$ cat config.mk
export PLATFORM = sky130hd
export DESIGN_NAME = bsf_host
export DESIGN_NICKNAME = d
export VERILOG_FILES = /design/src/rtl/bsf_pkg.sv /design/src/rtl/bsf_cyc_if.sv /design/src/rtl/bsf_cycle.sv /design/src/rtl/bsf_host.sv
export SDC_FILE = /design/constraint.sdc
export NUM_CORES = 1
export LEC_CHECK = 0
export BUFFER_PORTS_ARGS = -buffer_cell sky130_fd_sc_hd__buf_2
export CORE_ASPECT_RATIO = 1.75
export CORE_MARGIN = 10
export CORE_UTILIZATION = 58
export CTS_CLUSTER_DIAMETER = 60
export DETAILED_ROUTE_END_ITERATION = 10
export GPL_TIMING_DRIVEN = 0
export PLACE_DENSITY = 0.85
export REMOVE_ABC_BUFFERS = 1
export SYNTH_ARGS = -nofsm -noshare
export SYNTH_HDL_FRONTEND = slang
export SYNTH_SLANG_ARGS = --single-unit
$ cat constraint.sdc
create_clock -name ref_clk -period 6.9 [get_ports ref_clk]
set_input_delay 0.345 -clock ref_clk [delete_from_list [all_inputs] [get_ports ref_clk]]
set_output_delay 0.345 -clock ref_clk [all_outputs]
set_load 0.02 [all_outputs]
$ cat src/rtl/bsf_pkg.sv
// Purpose: shared constants for the boot-sector flash host controller
// Assumes: 40 MHz ref_clk, asynchronous parallel NOR flash on the pins
// Notes:   command codes and timing figures are plain defaults
//
// Behaviour
// RL1 - word mode uses all sixteen data pins, byte mode only the low eight
// RL2 - array holds 2,097,152 bytes or 1,048,576 words
// RL3 - chip select, write strobe and output strobe are separate active-low controls
// RL4 - every command write cycle presents address and data for the device to latch
// RL5 - program sequence completion starts the device's own program algorithm
// RL6 - unlock-bypass program needs two write cycles instead of four
// RL7 - erase sequence starts the device's own preprogram and erase algorithm
// RL8 - progress shown on ready/busy pin, data-polling bit and toggle bit
// RL9 - after program or erase, device returns to array read and takes commands
// RL10 - sector erase leaves other sectors intact; full-chip erase is supported
// RL11 - byte-mode sectors: 16K, two 8K, 32K, thirty-one 64K; boot top or bottom
// RL12 - program and erase into protected sectors are rejected
// RL13 - erase may be suspended for reads and programs elsewhere, then resumed; the host takes BSF_OP_SUSPEND only once an erase has finished
// RL14 - hardware reset aborts any operation and returns device to array read
// RL15 - device sleeps when addresses stay still; host may force standby
// RL16 - host waits for completion before the next command, except erase suspend; op_ready stays low through an erase, so suspend waits too
package bsf_pkg;
  localparam int ADDR_W      = 21;               // byte addresses of 2,097,152
  localparam int DATA_W      = 16;
  localparam int BYTE_DEPTH  = 2097152;
  localparam int WORD_DEPTH  = 1048576;
  // bus cycle timing
  localparam int CLK_NS      = 25;
  localparam int ACCESS_NS   = 120;              // slowest access grade
  localparam int STROBE_NS   = 50;
  localparam int RESET_NS    = 500;
  localparam int ACCESS_CYC  = (ACCESS_NS + CLK_NS - 1) / CLK_NS;
  localparam int STROBE_CYC  = (STROBE_NS + CLK_NS - 1) / CLK_NS;
  localparam int RESET_CYC   = (RESET_NS + CLK_NS - 1) / CLK_NS;
  // unlock sequence, default command set
  localparam logic [11:0] UNLOCK_ADDR1 = 12'h555;
  localparam logic [11:0] UNLOCK_ADDR2 = 12'h2aa;
  localparam logic [7:0]  UNLOCK_DATA1 = 8'haa;
  localparam logic [7:0]  UNLOCK_DATA2 = 8'h55;
  localparam logic [7:0]  CMD_PROGRAM  = 8'ha0;
  localparam logic [7:0]  CMD_BYPASS   = 8'h20;
  localparam logic [7:0]  CMD_BYP_EXIT = 8'h90;
  localparam logic [7:0]  CMD_ERASE    = 8'h80;
  localparam logic [7:0]  CMD_CHIP     = 8'h10;
  localparam logic [7:0]  CMD_SECTOR   = 8'h30;
  localparam logic [7:0]  CMD_SUSPEND  = 8'hb0;
  localparam logic [7:0]  CMD_RESUME   = 8'h30;
  localparam logic [7:0]  CMD_RESET    = 8'hf0;
  // status bit positions
  localparam int POLL_BIT    = 7;
  localparam int TOGGLE_BIT  = 6;
  // host operations
  typedef enum logic [3:0] {
    BSF_OP_READ, BSF_OP_PROGRAM, BSF_OP_SECTOR_ERASE, BSF_OP_CHIP_ERASE,
    BSF_OP_SUSPEND, BSF_OP_RESUME, BSF_OP_BYPASS_ENTER, BSF_OP_BYPASS_EXIT,
    BSF_OP_RESET_CMD, BSF_OP_HW_RESET, BSF_OP_STANDBY
  } bsf_op_t;
endpackage

$ cat src/rtl/bsf_cyc_if.sv
// Purpose: one bus cycle request between sequencer and pin cycle engine
// Assumes: single clock ref_clk
// Notes:   req held until done pulses
`timescale 1ns/1ps
`default_nettype none
interface bsf_cyc_if;
  logic        req;
  logic        wr;
  logic [20:0] addr;
  logic [15:0] wdata;
  logic        done;
  logic [15:0] rdata;
  modport seq (output req, output wr, output addr, output wdata,
               input done, input rdata);
  modport eng (input req, input wr, input addr, input wdata,
               output done, output rdata);
endinterface
`default_nettype wire

$ cat src/rtl/bsf_cycle.sv
// Purpose: drives one read or write cycle on the flash pins
// Assumes: data_pins_i already synchronised by the caller
// Notes:   strobes separated from chip select to avoid contention
`timescale 1ns/1ps
`default_nettype none
module bsf_cycle
  import bsf_pkg::*;
(
  input  wire logic   ref_clk,
  input  wire logic   arst_n,
  bsf_cyc_if.eng      cyc,
  input  wire logic   word_mode,
  input  wire logic [15:0] data_pins_i,
  output logic [20:0] addr_o,
  output logic [15:0] data_pins_o,
  output logic [15:0] data_pins_oe,
  output logic        chip_sel_n,
  output logic        write_strb_n,
  output logic        out_strb_n
);
  import bsf_pkg::*;
  typedef enum logic [1:0] {C_IDLE, C_SETUP, C_STROBE, C_DONE} bsf_cst_t;
  bsf_cst_t   st;
  logic [3:0] cnt;
  logic       is_wr;

  // ----------------------------------------
  // cycle sequencing
  // ----------------------------------------
  // chip select first, then one strobe at a time
  always_ff @(posedge ref_clk or negedge arst_n) begin
    if (!arst_n) begin
      st           <= C_IDLE;
      cnt          <= 4'h0;
      is_wr        <= 1'b0;
      addr_o       <= 21'h00_0000;
      data_pins_o  <= 16'h0000;
      data_pins_oe <= 16'h0000;
      chip_sel_n   <= 1'b1;
      write_strb_n <= 1'b1;
      out_strb_n   <= 1'b1;
      cyc.rdata    <= 16'h0000;
    end else begin
      unique case (st)
        C_IDLE: begin
          if (cyc.req) begin
            is_wr       <= cyc.wr;
            addr_o      <= cyc.addr;                       // RL4
            data_pins_o <= cyc.wdata;
            data_pins_oe <= cyc.wr ? (word_mode ? 16'hffff : 16'h00ff)
                                   : 16'h0000;              // RL1
            chip_sel_n  <= 1'b0;                             // RL3
            st          <= C_SETUP;
          end
        end
        C_SETUP: begin
          if (is_wr) write_strb_n <= 1'b0;                   // RL3
          else       out_strb_n   <= 1'b0;
          cnt <= 4'(is_wr ? STROBE_CYC : ACCESS_CYC);
          st  <= C_STROBE;
        end
        C_STROBE: begin
          if (cnt == 4'h1) begin
            if (!is_wr)
              cyc.rdata <= word_mode ? data_pins_i
                                     : {8'h00, data_pins_i[7:0]}; // RL1
            write_strb_n <= 1'b1;
            out_strb_n   <= 1'b1;
            st           <= C_DONE;
          end
          cnt <= cnt - 4'h1;
        end
        C_DONE: begin
          chip_sel_n   <= 1'b1;
          data_pins_oe <= 16'h0000;  // release after strobe, hold time kept
          st           <= C_IDLE;
        end
      endcase
    end
  end

  assign cyc.done = (st == C_DONE);
endmodule
`default_nettype wire

$ cat src/rtl/bsf_host.sv
// Purpose: host controller issuing read, program and erase to a NOR flash
// Assumes: flash pins asynchronous to ref_clk; all pin inputs synchronised
// Notes:   one operation at a time, busy until the flash reports completion
`timescale 1ns/1ps
`default_nettype none
module bsf_host
  import bsf_pkg::*;
#(
  parameter int POLL_LIMIT = 1000000  // status reads before timeout
)(
  input  wire logic        ref_clk,
  input  wire logic        arst_n,
  // user side
  input  wire logic        op_valid,
  output logic             op_ready,
  input  wire bsf_pkg::bsf_op_t op_code,
  input  wire logic [20:0] op_addr,
  input  wire logic [15:0] op_wdata,
  input  wire logic        word_mode,
  output logic             rsp_valid,
  output logic [15:0]      rsp_rdata,
  output logic             rsp_error,
  output logic             bypass_active,
  output logic             erase_suspended,
  // flash pins
  output logic [20:0]      addr_o,
  input  wire logic [15:0] data_pins_i,
  output logic [15:0]      data_pins_o,
  output logic [15:0]      data_pins_oe,
  output logic             chip_sel_n,
  output logic             write_strb_n,
  output logic             out_strb_n,
  output logic             word_mode_n,
  output logic             hw_reset_n,
  input  wire logic        ready_busy_n_pin
);
  import bsf_pkg::*;

  // ----------------------------------------
  // pin synchronisers
  // ----------------------------------------
  logic [15:0] dq_s1, dq_s2;
  logic        rb_s1, rb_s2;
  always_ff @(posedge ref_clk or negedge arst_n) begin
    if (!arst_n) begin
      dq_s1 <= 16'h0000;
      dq_s2 <= 16'h0000;
      rb_s1 <= 1'b1;
      rb_s2 <= 1'b1;
    end else begin
      dq_s1 <= data_pins_i;
      dq_s2 <= dq_s1;
      rb_s1 <= ready_busy_n_pin;
      rb_s2 <= rb_s1;
    end
  end

  bsf_cyc_if cyc ();
  logic      chip_sel_n_c;

  bsf_cycle u_cycle (
    .ref_clk      (ref_clk),
    .arst_n       (arst_n),
    .cyc          (cyc.eng),
    .word_mode    (word_mode),
    .data_pins_i  (dq_s2),
    .addr_o       (addr_o),
    .data_pins_o  (data_pins_o),
    .data_pins_oe (data_pins_oe),
    .chip_sel_n   (chip_sel_n_c),
    .write_strb_n (write_strb_n),
    .out_strb_n   (out_strb_n)
  );

  typedef enum logic [2:0] {S_IDLE, S_CYC, S_POLL, S_CHECK, S_RESET, S_RESP}
    bsf_st_t;
  bsf_st_t     st;
  bsf_op_t     op;
  logic [20:0] a;
  logic [15:0] wd;
  logic [2:0]  step, nsteps;
  logic        poll_prev_valid;
  logic [15:0] poll_prev;
  logic [31:0] poll_cnt;
  logic [7:0]  rst_cnt;
  logic        standby;

  // command address, scaled to byte address in byte mode
  function automatic logic [20:0] cmd_addr(input logic [11:0] w, input logic wm);
    cmd_addr = wm ? {9'h000, w} : {8'h00, w, 1'b0};
  endfunction

  // ----------------------------------------
  // write cycle table for each operation
  // ----------------------------------------
  logic [20:0] cyc_addr;
  logic [15:0] cyc_data;
  logic        cyc_wr;
  logic        unlock_now;
  logic        erase_pair;
  always_comb begin
    cyc_addr   = a;
    cyc_data   = wd;
    cyc_wr     = 1'b1;
    unlock_now = !(bypass_active && op == BSF_OP_PROGRAM);
    nsteps     = 3'd1;
    unique case (op)
      BSF_OP_READ: begin
        cyc_wr = 1'b0;
      end
      BSF_OP_PROGRAM: begin
        nsteps = bypass_active ? 3'd2 : 3'd4;                      // RL6
      end
      BSF_OP_SECTOR_ERASE, BSF_OP_CHIP_ERASE: begin
        nsteps = 3'd6;                                             // RL7 RL10
      end
      BSF_OP_BYPASS_ENTER: begin
        nsteps = 3'd3;
      end
      BSF_OP_BYPASS_EXIT: begin
        nsteps = 3'd2;
      end
      default: begin
        nsteps = 3'd1;
      end
    endcase
    // unlock pair sits at steps 0,1 and again 3,4 for erase only;
    // program step 3 must carry the user data, not a second unlock
    erase_pair = (nsteps == 3'd6);
    if (unlock_now && nsteps > 3'd2 && (step == 3'd0 || (erase_pair && step == 3'd3))) begin
      cyc_addr = cmd_addr(UNLOCK_ADDR1, word_mode);
      cyc_data = {8'h00, UNLOCK_DATA1};
    end else if (unlock_now && nsteps > 3'd2 &&
                 (step == 3'd1 || (erase_pair && step == 3'd4))) begin
      cyc_addr = cmd_addr(UNLOCK_ADDR2, word_mode);
      cyc_data = {8'h00, UNLOCK_DATA2};
    end else if (step == 3'd2 || (!unlock_now && step == 3'd0) ||
                 (op == BSF_OP_BYPASS_EXIT && step == 3'd0)) begin
      cyc_addr = cmd_addr(UNLOCK_ADDR1, word_mode);
      unique case (op)
        BSF_OP_PROGRAM:      cyc_data = {8'h00, CMD_PROGRAM};      // RL5
        BSF_OP_BYPASS_ENTER: cyc_data = {8'h00, CMD_BYPASS};
        BSF_OP_BYPASS_EXIT:  cyc_data = {8'h00, CMD_BYP_EXIT};
        default:             cyc_data = {8'h00, CMD_ERASE};
      endcase
    end else if (op == BSF_OP_BYPASS_EXIT) begin
      cyc_data = 16'h0000;
    end else if (op == BSF_OP_CHIP_ERASE) begin
      cyc_addr = cmd_addr(UNLOCK_ADDR1, word_mode);
      cyc_data = {8'h00, CMD_CHIP};
    end else if (op == BSF_OP_SECTOR_ERASE) begin
      cyc_data = {8'h00, CMD_SECTOR};                              // RL11 sector address
    end else if (op == BSF_OP_SUSPEND) begin
      cyc_data = {8'h00, CMD_SUSPEND};                             // RL13
    end else if (op == BSF_OP_RESUME) begin
      cyc_data = {8'h00, CMD_RESUME};                              // RL13
    end else if (op == BSF_OP_RESET_CMD) begin
      cyc_data = {8'h00, CMD_RESET};
    end
  end

  assign cyc.req   = (st == S_CYC) || (st == S_POLL);
  assign cyc.wr    = (st == S_CYC) && cyc_wr;
  assign cyc.addr  = cyc_addr;
  assign cyc.wdata = cyc_data;
  // standby: chip select held inactive while the host parks the device
  assign chip_sel_n = chip_sel_n_c | standby;                      // RL15
  assign op_ready   = (st == S_IDLE);                              // RL16
  assign word_mode_n = ~word_mode;                                 // RL1

  wire embedded = (op == BSF_OP_PROGRAM || op == BSF_OP_SECTOR_ERASE ||
                   op == BSF_OP_CHIP_ERASE || op == BSF_OP_RESUME);
  // busy if toggle bit changes between two reads or ready/busy low
  wire toggling = poll_prev_valid &&
                  (poll_prev[TOGGLE_BIT] != cyc.rdata[TOGGLE_BIT]);

  // ----------------------------------------
  // operation sequencer
  // ----------------------------------------
  always_ff @(posedge ref_clk or negedge arst_n) begin
    if (!arst_n) begin
      st              <= S_IDLE;
      op              <= BSF_OP_READ;
      a               <= 21'h00_0000;
      wd              <= 16'h0000;
      step            <= 3'd0;
      poll_prev_valid <= 1'b0;
      poll_prev       <= 16'h0000;
      poll_cnt        <= 32'h0000_0000;
      rst_cnt         <= 8'h00;
      rsp_valid       <= 1'b0;
      rsp_rdata       <= 16'h0000;
      rsp_error       <= 1'b0;
      bypass_active   <= 1'b0;
      erase_suspended <= 1'b0;
      hw_reset_n      <= 1'b1;
      standby         <= 1'b0;
    end else begin
      rsp_valid <= 1'b0;
      unique case (st)
        S_IDLE: begin
          if (op_valid) begin
            op   <= op_code;
            a    <= op_addr;
            wd   <= op_wdata;
            step <= 3'd0;
            rsp_error <= 1'b0;
            if (op_code == BSF_OP_HW_RESET) begin
              hw_reset_n <= 1'b0;                                  // RL14
              rst_cnt    <= 8'(RESET_CYC);
              st         <= S_RESET;
            end else if (op_code == BSF_OP_STANDBY) begin
              standby <= 1'b1;                                     // RL15
              st      <= S_RESP;
            end else begin
              standby <= 1'b0;
              st      <= S_CYC;
            end
          end
        end
        S_CYC: begin
          if (cyc.done) begin
            if (step + 3'd1 < nsteps) begin
              step <= step + 3'd1;
            end else begin
              rsp_rdata <= cyc.rdata;
              if (op == BSF_OP_BYPASS_ENTER) bypass_active <= 1'b1;
              if (op == BSF_OP_BYPASS_EXIT)  bypass_active <= 1'b0;
              if (op == BSF_OP_SUSPEND)      erase_suspended <= 1'b1;
              if (op == BSF_OP_RESUME)       erase_suspended <= 1'b0;
              poll_prev_valid <= 1'b0;
              poll_cnt        <= 32'h0000_0000;
              st <= (embedded || op == BSF_OP_SUSPEND) ? S_POLL : S_RESP;
            end
          end
        end
        S_POLL: begin
          if (cyc.done) begin
            // keep the older read so the check sees two distinct samples
            if (!poll_prev_valid) poll_prev <= cyc.rdata;
            poll_prev_valid <= 1'b1;
            poll_cnt        <= poll_cnt + 32'h1;
            if (poll_prev_valid) st <= S_CHECK;
          end
        end
        S_CHECK: begin
          // done when toggle stops and ready/busy is high
          if (!toggling && rb_s2) begin                            // RL8 RL9
            // program that finished: polling bit must equal written data
            rsp_error <= (op == BSF_OP_PROGRAM) &&
                         (cyc.rdata[POLL_BIT] != wd[POLL_BIT]);    // RL12
            st <= S_RESP;
          end else if (op == BSF_OP_SUSPEND && !toggling) begin
            st <= S_RESP;                     // suspended erase keeps ready/busy low
          end else if (poll_cnt >= 32'(POLL_LIMIT)) begin
            rsp_error <= 1'b1;                // rejected or stuck, give up
            st        <= S_RESP;
          end else begin
            poll_prev <= cyc.rdata;
            st        <= S_POLL;
          end
        end
        S_RESET: begin
          rst_cnt <= rst_cnt - 8'h01;
          if (rst_cnt == 8'h01) begin
            hw_reset_n      <= 1'b1;
            bypass_active   <= 1'b0;                               // RL14
            erase_suspended <= 1'b0;
            st              <= S_RESP;
          end
        end
        S_RESP: begin
          rsp_valid <= 1'b1;
          st        <= S_IDLE;
        end
        default: st <= S_IDLE;
      endcase
    end
  end
endmodule
`default_nettype wire

* Yosys cells after proc, flatten, opt, wreduce, memory -nomap -nowiden
Index checks and enable logic that the tools add are counted.
Word-level totals: register bits 230, input port bits 62, output and inout bits 79, logic and storage cells 237
Cells by class: add/sub/neg operators 4, magnitude comparators 3, equality and inequality tests 47, multiplexer cells 93, bitwise gates (word level) 5, reductions and logical operators 55
Operator list (count):
- 16-bit two-way mux | 13
- 21-bit two-way mux | 5
- 32-bit two-way mux | 3
- 32-bit case mux with 2 select lines | 1
- 3-bit two-way mux | 17
- 7-bit two-way mux | 5
- 32-bit by 1-bit adder with 32-bit output, second input constant | 1
- 32-bit by 20-bit greater-or-equal comparator with 1-bit output, second input constant | 1
- 16-bit case mux with 2 select lines | 1
- 1-bit two-way mux | 26
- 2-bit inequality test, second input constant | 12
- 8-bit case mux with 3 select lines | 1
- 3-bit AND reduction | 6
- 4-bit by 3-bit equality test with 1-bit output, second input constant | 4
- 8-bit two-way mux | 2
- 1-bit case mux with 2 select lines | 8
- 8-bit case mux with 2 select lines | 1
- 4-bit AND reduction | 4
- 2-bit nonzero test | 8
- 3-bit case mux with 5 select lines | 1
- 7-bit case mux with 2 select lines | 1
- 1-bit logical AND | 13
- 3-bit by 2-bit equality test with 1-bit output, second input constant | 4
- 3-bit equality test, second input constant | 4
- other kinds (34) | 65

* Logic depth before layout (Yosys ltp)
depth after elaboration 10, gate-level depth with buffers 13, mapped depth without buffers 10

* Cells and area by module
Synthesis repeated with hierarchy kept, for this count alone.
Second synthesis, totals: cell total of the unflattened synthesis 939, area total of the unflattened synthesis 9819.4 µm²
By module, submodules not included:
- bsf_host | times used 1, cells each 725, area an instance 6980.4 µm², seq. area each 3632.2 µm²
- bsf_cycle | times used 1, cells each 214, area an instance 2839.0 µm², seq. area each 1630.3 µm²

* Least setup slack after synthesis
OpenSTA, ideal clock, no wires.
path type flip-flop to flip-flop, start reg op[1], end reg rsp_rdata[0], library setup time 125 ps, arrival time 2657 ps, data required time 6775 ps, setup slack 4119 ps, stages on the path, launching flop included 12, buffers on the path 3, period minus slack after synthesis 2781 ps, cell sequence dfrtp_1 -> buf_2 -> buf_1 -> a31oi_1 -> or2_2 -> ha_1 -> a21boi_0 -> o21ai_0 -> a31oi_4 -> o21bai_2 -> buf_6 -> mux2_2
On the way: longest elaborated chain between the ends 6, elaborated cells on any way between the ends 10
RTL lines:
- from (decl) | line bsf_host.sv:78 | bsf_op_t op;
- from (signal assigned) | line bsf_host.sv:203 | op <= op_code;
- 4-bit by 2-bit equality test with 1-bit output | line bsf_host.sv:107 | unique case (op)
- 2-bit OR reduction | line bsf_host.sv:107
- 3-bit case mux with 4 select lines * | line bsf_host.sv:107
- 3-bit less-than comparator * | line bsf_host.sv:223 | if (step + 3'd1 < nsteps) begin
- 1-bit inverter (no line) *
- 3-bit AND reduction (no line) *
- to (signal assigned) | line bsf_host.sv:226 | rsp_rdata <= cyc.rdata;
- to (decl) | line bsf_host.sv:21 | output logic [15:0] rsp_rdata,
Mark *: on every way between the ends. The rest lies on a longest branch, timed or not. A chain may end at the register's enable or synchronous reset.

* Worst setup path in the final report
start reg op[2], end reg poll_cnt[9]
On the way: longest elaborated chain between the ends 6, elaborated cells on any way between the ends 10
RTL lines:
- 4-bit by 2-bit equality test with 1-bit output | line bsf_host.sv:107
- 2-bit OR reduction | line bsf_host.sv:107
- 3-bit case mux with 4 select lines * | line bsf_host.sv:107
- 3-bit less-than comparator * | line bsf_host.sv:223
- 2-bit inequality test (no line) *
- 4-bit AND reduction (no line) *
- to (signal assigned) | line bsf_host.sv:242 | poll_cnt <= poll_cnt + 32'h1;
- to (decl) | line bsf_host.sv:84 | logic [31:0] poll_cnt;
Marked as above.

==> metrics.md <==
| Metric | Value |
|---|---|
| Status | complete, no violations |
| CP endpoint kind | flip-flop |
| FF-to-FF Start | op[2] |
| Fin crit period | 3.58 ns |
| Fmax | around 280 MHz |
| Tot GR Track Use | a little over a fifth |
| Async S/R FF share, synth | between 90% and 100% |
| First-pass GRT wire length | around 38,000 um |
| Start point of the critical path | op[2] |
| Leak Pwr | 5.37 nW |
| Area of the multi-input gates | ~3800 um2 |
| DIE AREA | 22,100 um2 |
| Critical-path top delay cell | o311ai_4 |
| Chip height | about 190 um |
| Final nets | about 1,100 |
| Post-DR wirelength/cell | about 19 um |
| Clock tree buffer depth | 3 |
| Routed WL | between 20,000 and 25,000 um |
| Dpl cells | around 1,200 |
| Setup TNS | 0 ns |
| Inserted Clock Buffers | 19 |
| Tcrit/Tclk final | 51.9% |
| Grt ovf | 0 |
| Vias in the first global route | 7,593 |
| Max Cap Viol | 0 |
| CP peak stage delay | 1.04 ns |
| Cells along the critical path | inv_1 -> a31oi_1 -> or2_2 -> ha_1 -> a21boi_0 -> o21ai_0 -> a31oi_4 -> o311ai_4 -> o21ai_0 -> o41ai_1 |
| Post-synthesis register bit count | 210 |
| Largest net degree at the start of global routing | 91 |
| Avg Cell Area, Syn | about 10 um2 |
| Top delay family on crit path | compound AO/OA/AOI/OAI gates |
| Area of the core | approximately 16,000 um2 |
| Top FF cell, synth | dfrtp_1 |
| Vias post-DR | between 7,000 and 8,000 |
| FP Rows | 61 |
| Pwr Density | between 400 and 500 nW/um2 |
| Rel. slew slack | a little under a tenth |
| Die W | ~120 um |
| Hold WC Path Type | in -> reg |
| Starting DRC count in detailed routing | 590 |
| Synth Cell Area | about 9500 um2 |
| CP Launch Type | flip-flop |
| Critical Path AT | 3.94 ns |
| CTS clock-pin slew for the worst setup and hold paths | around 0.07 ns |
| Slew Viols, Final | 0 |
| Cell variety after synth | 80 |
| Via/cell ratio | ~5.9 |
| Critical path's most frequent cell | o21ai_0 |
| Worst hold start | op_wdata[14] |
| RSZ-0062 raised after global routing | false |
| Detailed Routing Iterations Pass 1 | 6 |
| Initial Util | between 50% and 60% |
| Final Non-Filler Cells | roughly 1,300 |
| Port Buffers | 140 |
| Fin Clk Skew | 0.00660 ns |
| Register Area | ~5300 um2 |
| Total power | a little under 5 mW |
| DRC viols | 0 |
| CTS Sinks | 210 |
| DP Area | between 10,000 and 15,000 um2 |
| Share of post-route cells with drive strength above 1 | a little over a fifth |
| Worst slew pin tran | 1.36 ns |
| Clk root buf | clkbuf_16 |
| # fillers | about 1,200 |
| Post-route antenna net violation count | 0 |
| Final hold violations | 0 |
| CP max FO | 33 |
| Area Growth Syn to Fin | 15.7% |
| H-Tree Depth | 1 |
| DP HPWL | ~16,000 um |
| Critical path class | reg -> reg |
| GP Congestion | between 0.8 and 0.9 |
| # setup viols final | 0 |
| Initial antenna violation count | 1 |
| Sequential share of the synthesized area | between 50% and 60% |
| Ys Warns | 0 |
| Buf/Inv on CP | 1 |
| Post-route cell area | about 11,000 um2 |
| Post-synthesis instance total | approximately 940 |
| Clock Latency Late Sink | between 0.4 and 0.5 ns |
| TritonCTS clock tree | built |
| WP data required | 7.26 ns |
| Worst IR Drop VDD | around 0.18 mV |
| Post-synth EDFFs | 0 |
| I/O Pins | between 100 and 150 |
-- sequential cells by signal, summed over array words and instances (netlist names), 2 cells and up --
register / count
st: 3
dq_s2: 16
a: 21
rsp_rdata: 16
u_cycle.cnt: 4
rst_cnt: 8
step: 3
op: 4
wd: 16
u_cycle.addr_o: 21
poll_cnt: 32
u_cycle.data_pins_oe: 2
dq_s1: 16
u_cycle.data_pins_o: 16
u_cycle.st: 2
u_cycle.cyc.rdata: 16
-- cell usage in the layout (no fill, tap or decap), types with 9 or more instances in the layout --
master           n
nand3_1         31
nor4_1           9
a22o_1          21
nor2_1          61
a21oi_1         42
o21ai_0         82
inv_1           25
nand4_1         13
dlygate4sd3_1   18
nor3_1          10
mux2_2          26
ha_1            17
clkbuf_16       19
dfrtp_1        204
nand2_1        173
a31oi_1         13
xor2_1           9
buf_2          139
-- cell type report --
type / instances / share of cell area, %
flip-flops and latches: 210 / 47.8
clock inverters: 5 / 0.682
diodes: 1 / 0.0227
repair buffers: 160 / 8.59
multi-input cells: 645 / 34.8
clock buffers: 28 / 5.08
well taps: 189 / 2.15
inverters: 26 / 0.886
-- what timing repair did --
item                                    4_1_cts  5_1_grt
setup buffers                                 0        0
endpoints found under the setup margin        0        0
endpoints found under the hold margin        53        0
hold buffers                                 18        0
resized for setup                             0        0
-- synth_stat cells, types with 4 or more instances --
library cell,instances,area [um2]
a21oi_1,42,210
nand3_1,31,155
nand4_1,13,81.3
nor2_1,61,229
or2_2,4,25.0
nor3_1,10,50.1
dfstp_2,6,158
nor4_1,9,56.3
o21ai_1,6,30.0
clkbuf_1,29,109
dfrtp_1,204,5100
mux2_2,26,293
nand2_1,175,657
a211o_1,6,52.6
buf_2,12,60.1
a21o_1,5,37.5
inv_1,25,93.8
a31oi_1,13,81.3
and4_1,6,52.6
nor2b_1,7,43.8
o22ai_1,5,31.3
xor2_1,9,78.8
a221o_1,7,70.1
o21ai_0,82,410
ha_1,17,213
buf_4,15,113
and3_1,6,37.5
nand2b_1,7,43.8
a22o_1,21,184
a22oi_1,4,30.0
-- per-layer routing --
layer  global-route usage [%]  up-vias  share of wire (%)
met2                     37.9      191                 54
li1                         -     3545                  -
met4                     8.74        0                3.7
met1                     24.0     3672                 37
met3                     3.01       50                5.0
met5                        0        -                  0
-- power by group --
group	total (mW)	internal, mW	switching [mW]	leakage, nW
clock network	1.08	0.636	0.447	0.315
logic	1.84	0.704	1.14	2.41
registers	1.96	1.63	0.331	2.64
-- final timing paths --
path | end | slack, ns | cells past startpoint
max in group asynchronous | a[4] | 5.48 | 4
min reg2reg | dq_s2[15] | 0.35 | 0
max reg2reg | poll_cnt[9] | 3.32 | 10
min in group asynchronous | dq_s1[3] | 0.33 | 2
max | poll_cnt[9] | 3.32 | 10
min | wd[14] | 0.05 | 3
-- tightest hold or removal path, cell delays in order --
cell     delay, ns
buf_2         0.07
nand2_1       0.04
nand2_1       0.04
-- metrics by stage --
step                hold slack, ns  util, %  worst slack (ns)
floorplan                   0.0494        -              4.14
global placement             0.331     63.2              2.07
detailed placement           0.247     63.6              3.43
CTS                         0.0398     68.7              3.37
global route                0.0559     68.7              3.01
finish                      0.0483     68.7              3.32
-- logic make-up (layout without fill, tap and decap cells) --
| logic type | Yosys count | after routing | share of synthesized area [%] |
|---|---|---|---|
| AOI/OAI and AO/OA | 225 | 225 | 15.4 |
| and+or+nand+nor | 362 | 362 | 18.0 |
| adders and majority gates | 18 | 18 | 2.34 |
| muxes | 29 | 29 | 3.39 |
| DFF | 210 | 210 | 55.3 |
| xor gates and xnor gates | 11 | 11 | 1.01 |
| buffers and inverters | 89 | 219 | 4.51 |
| other | 0 | 1 | 0 |
(Power assumes the default switching activity.)
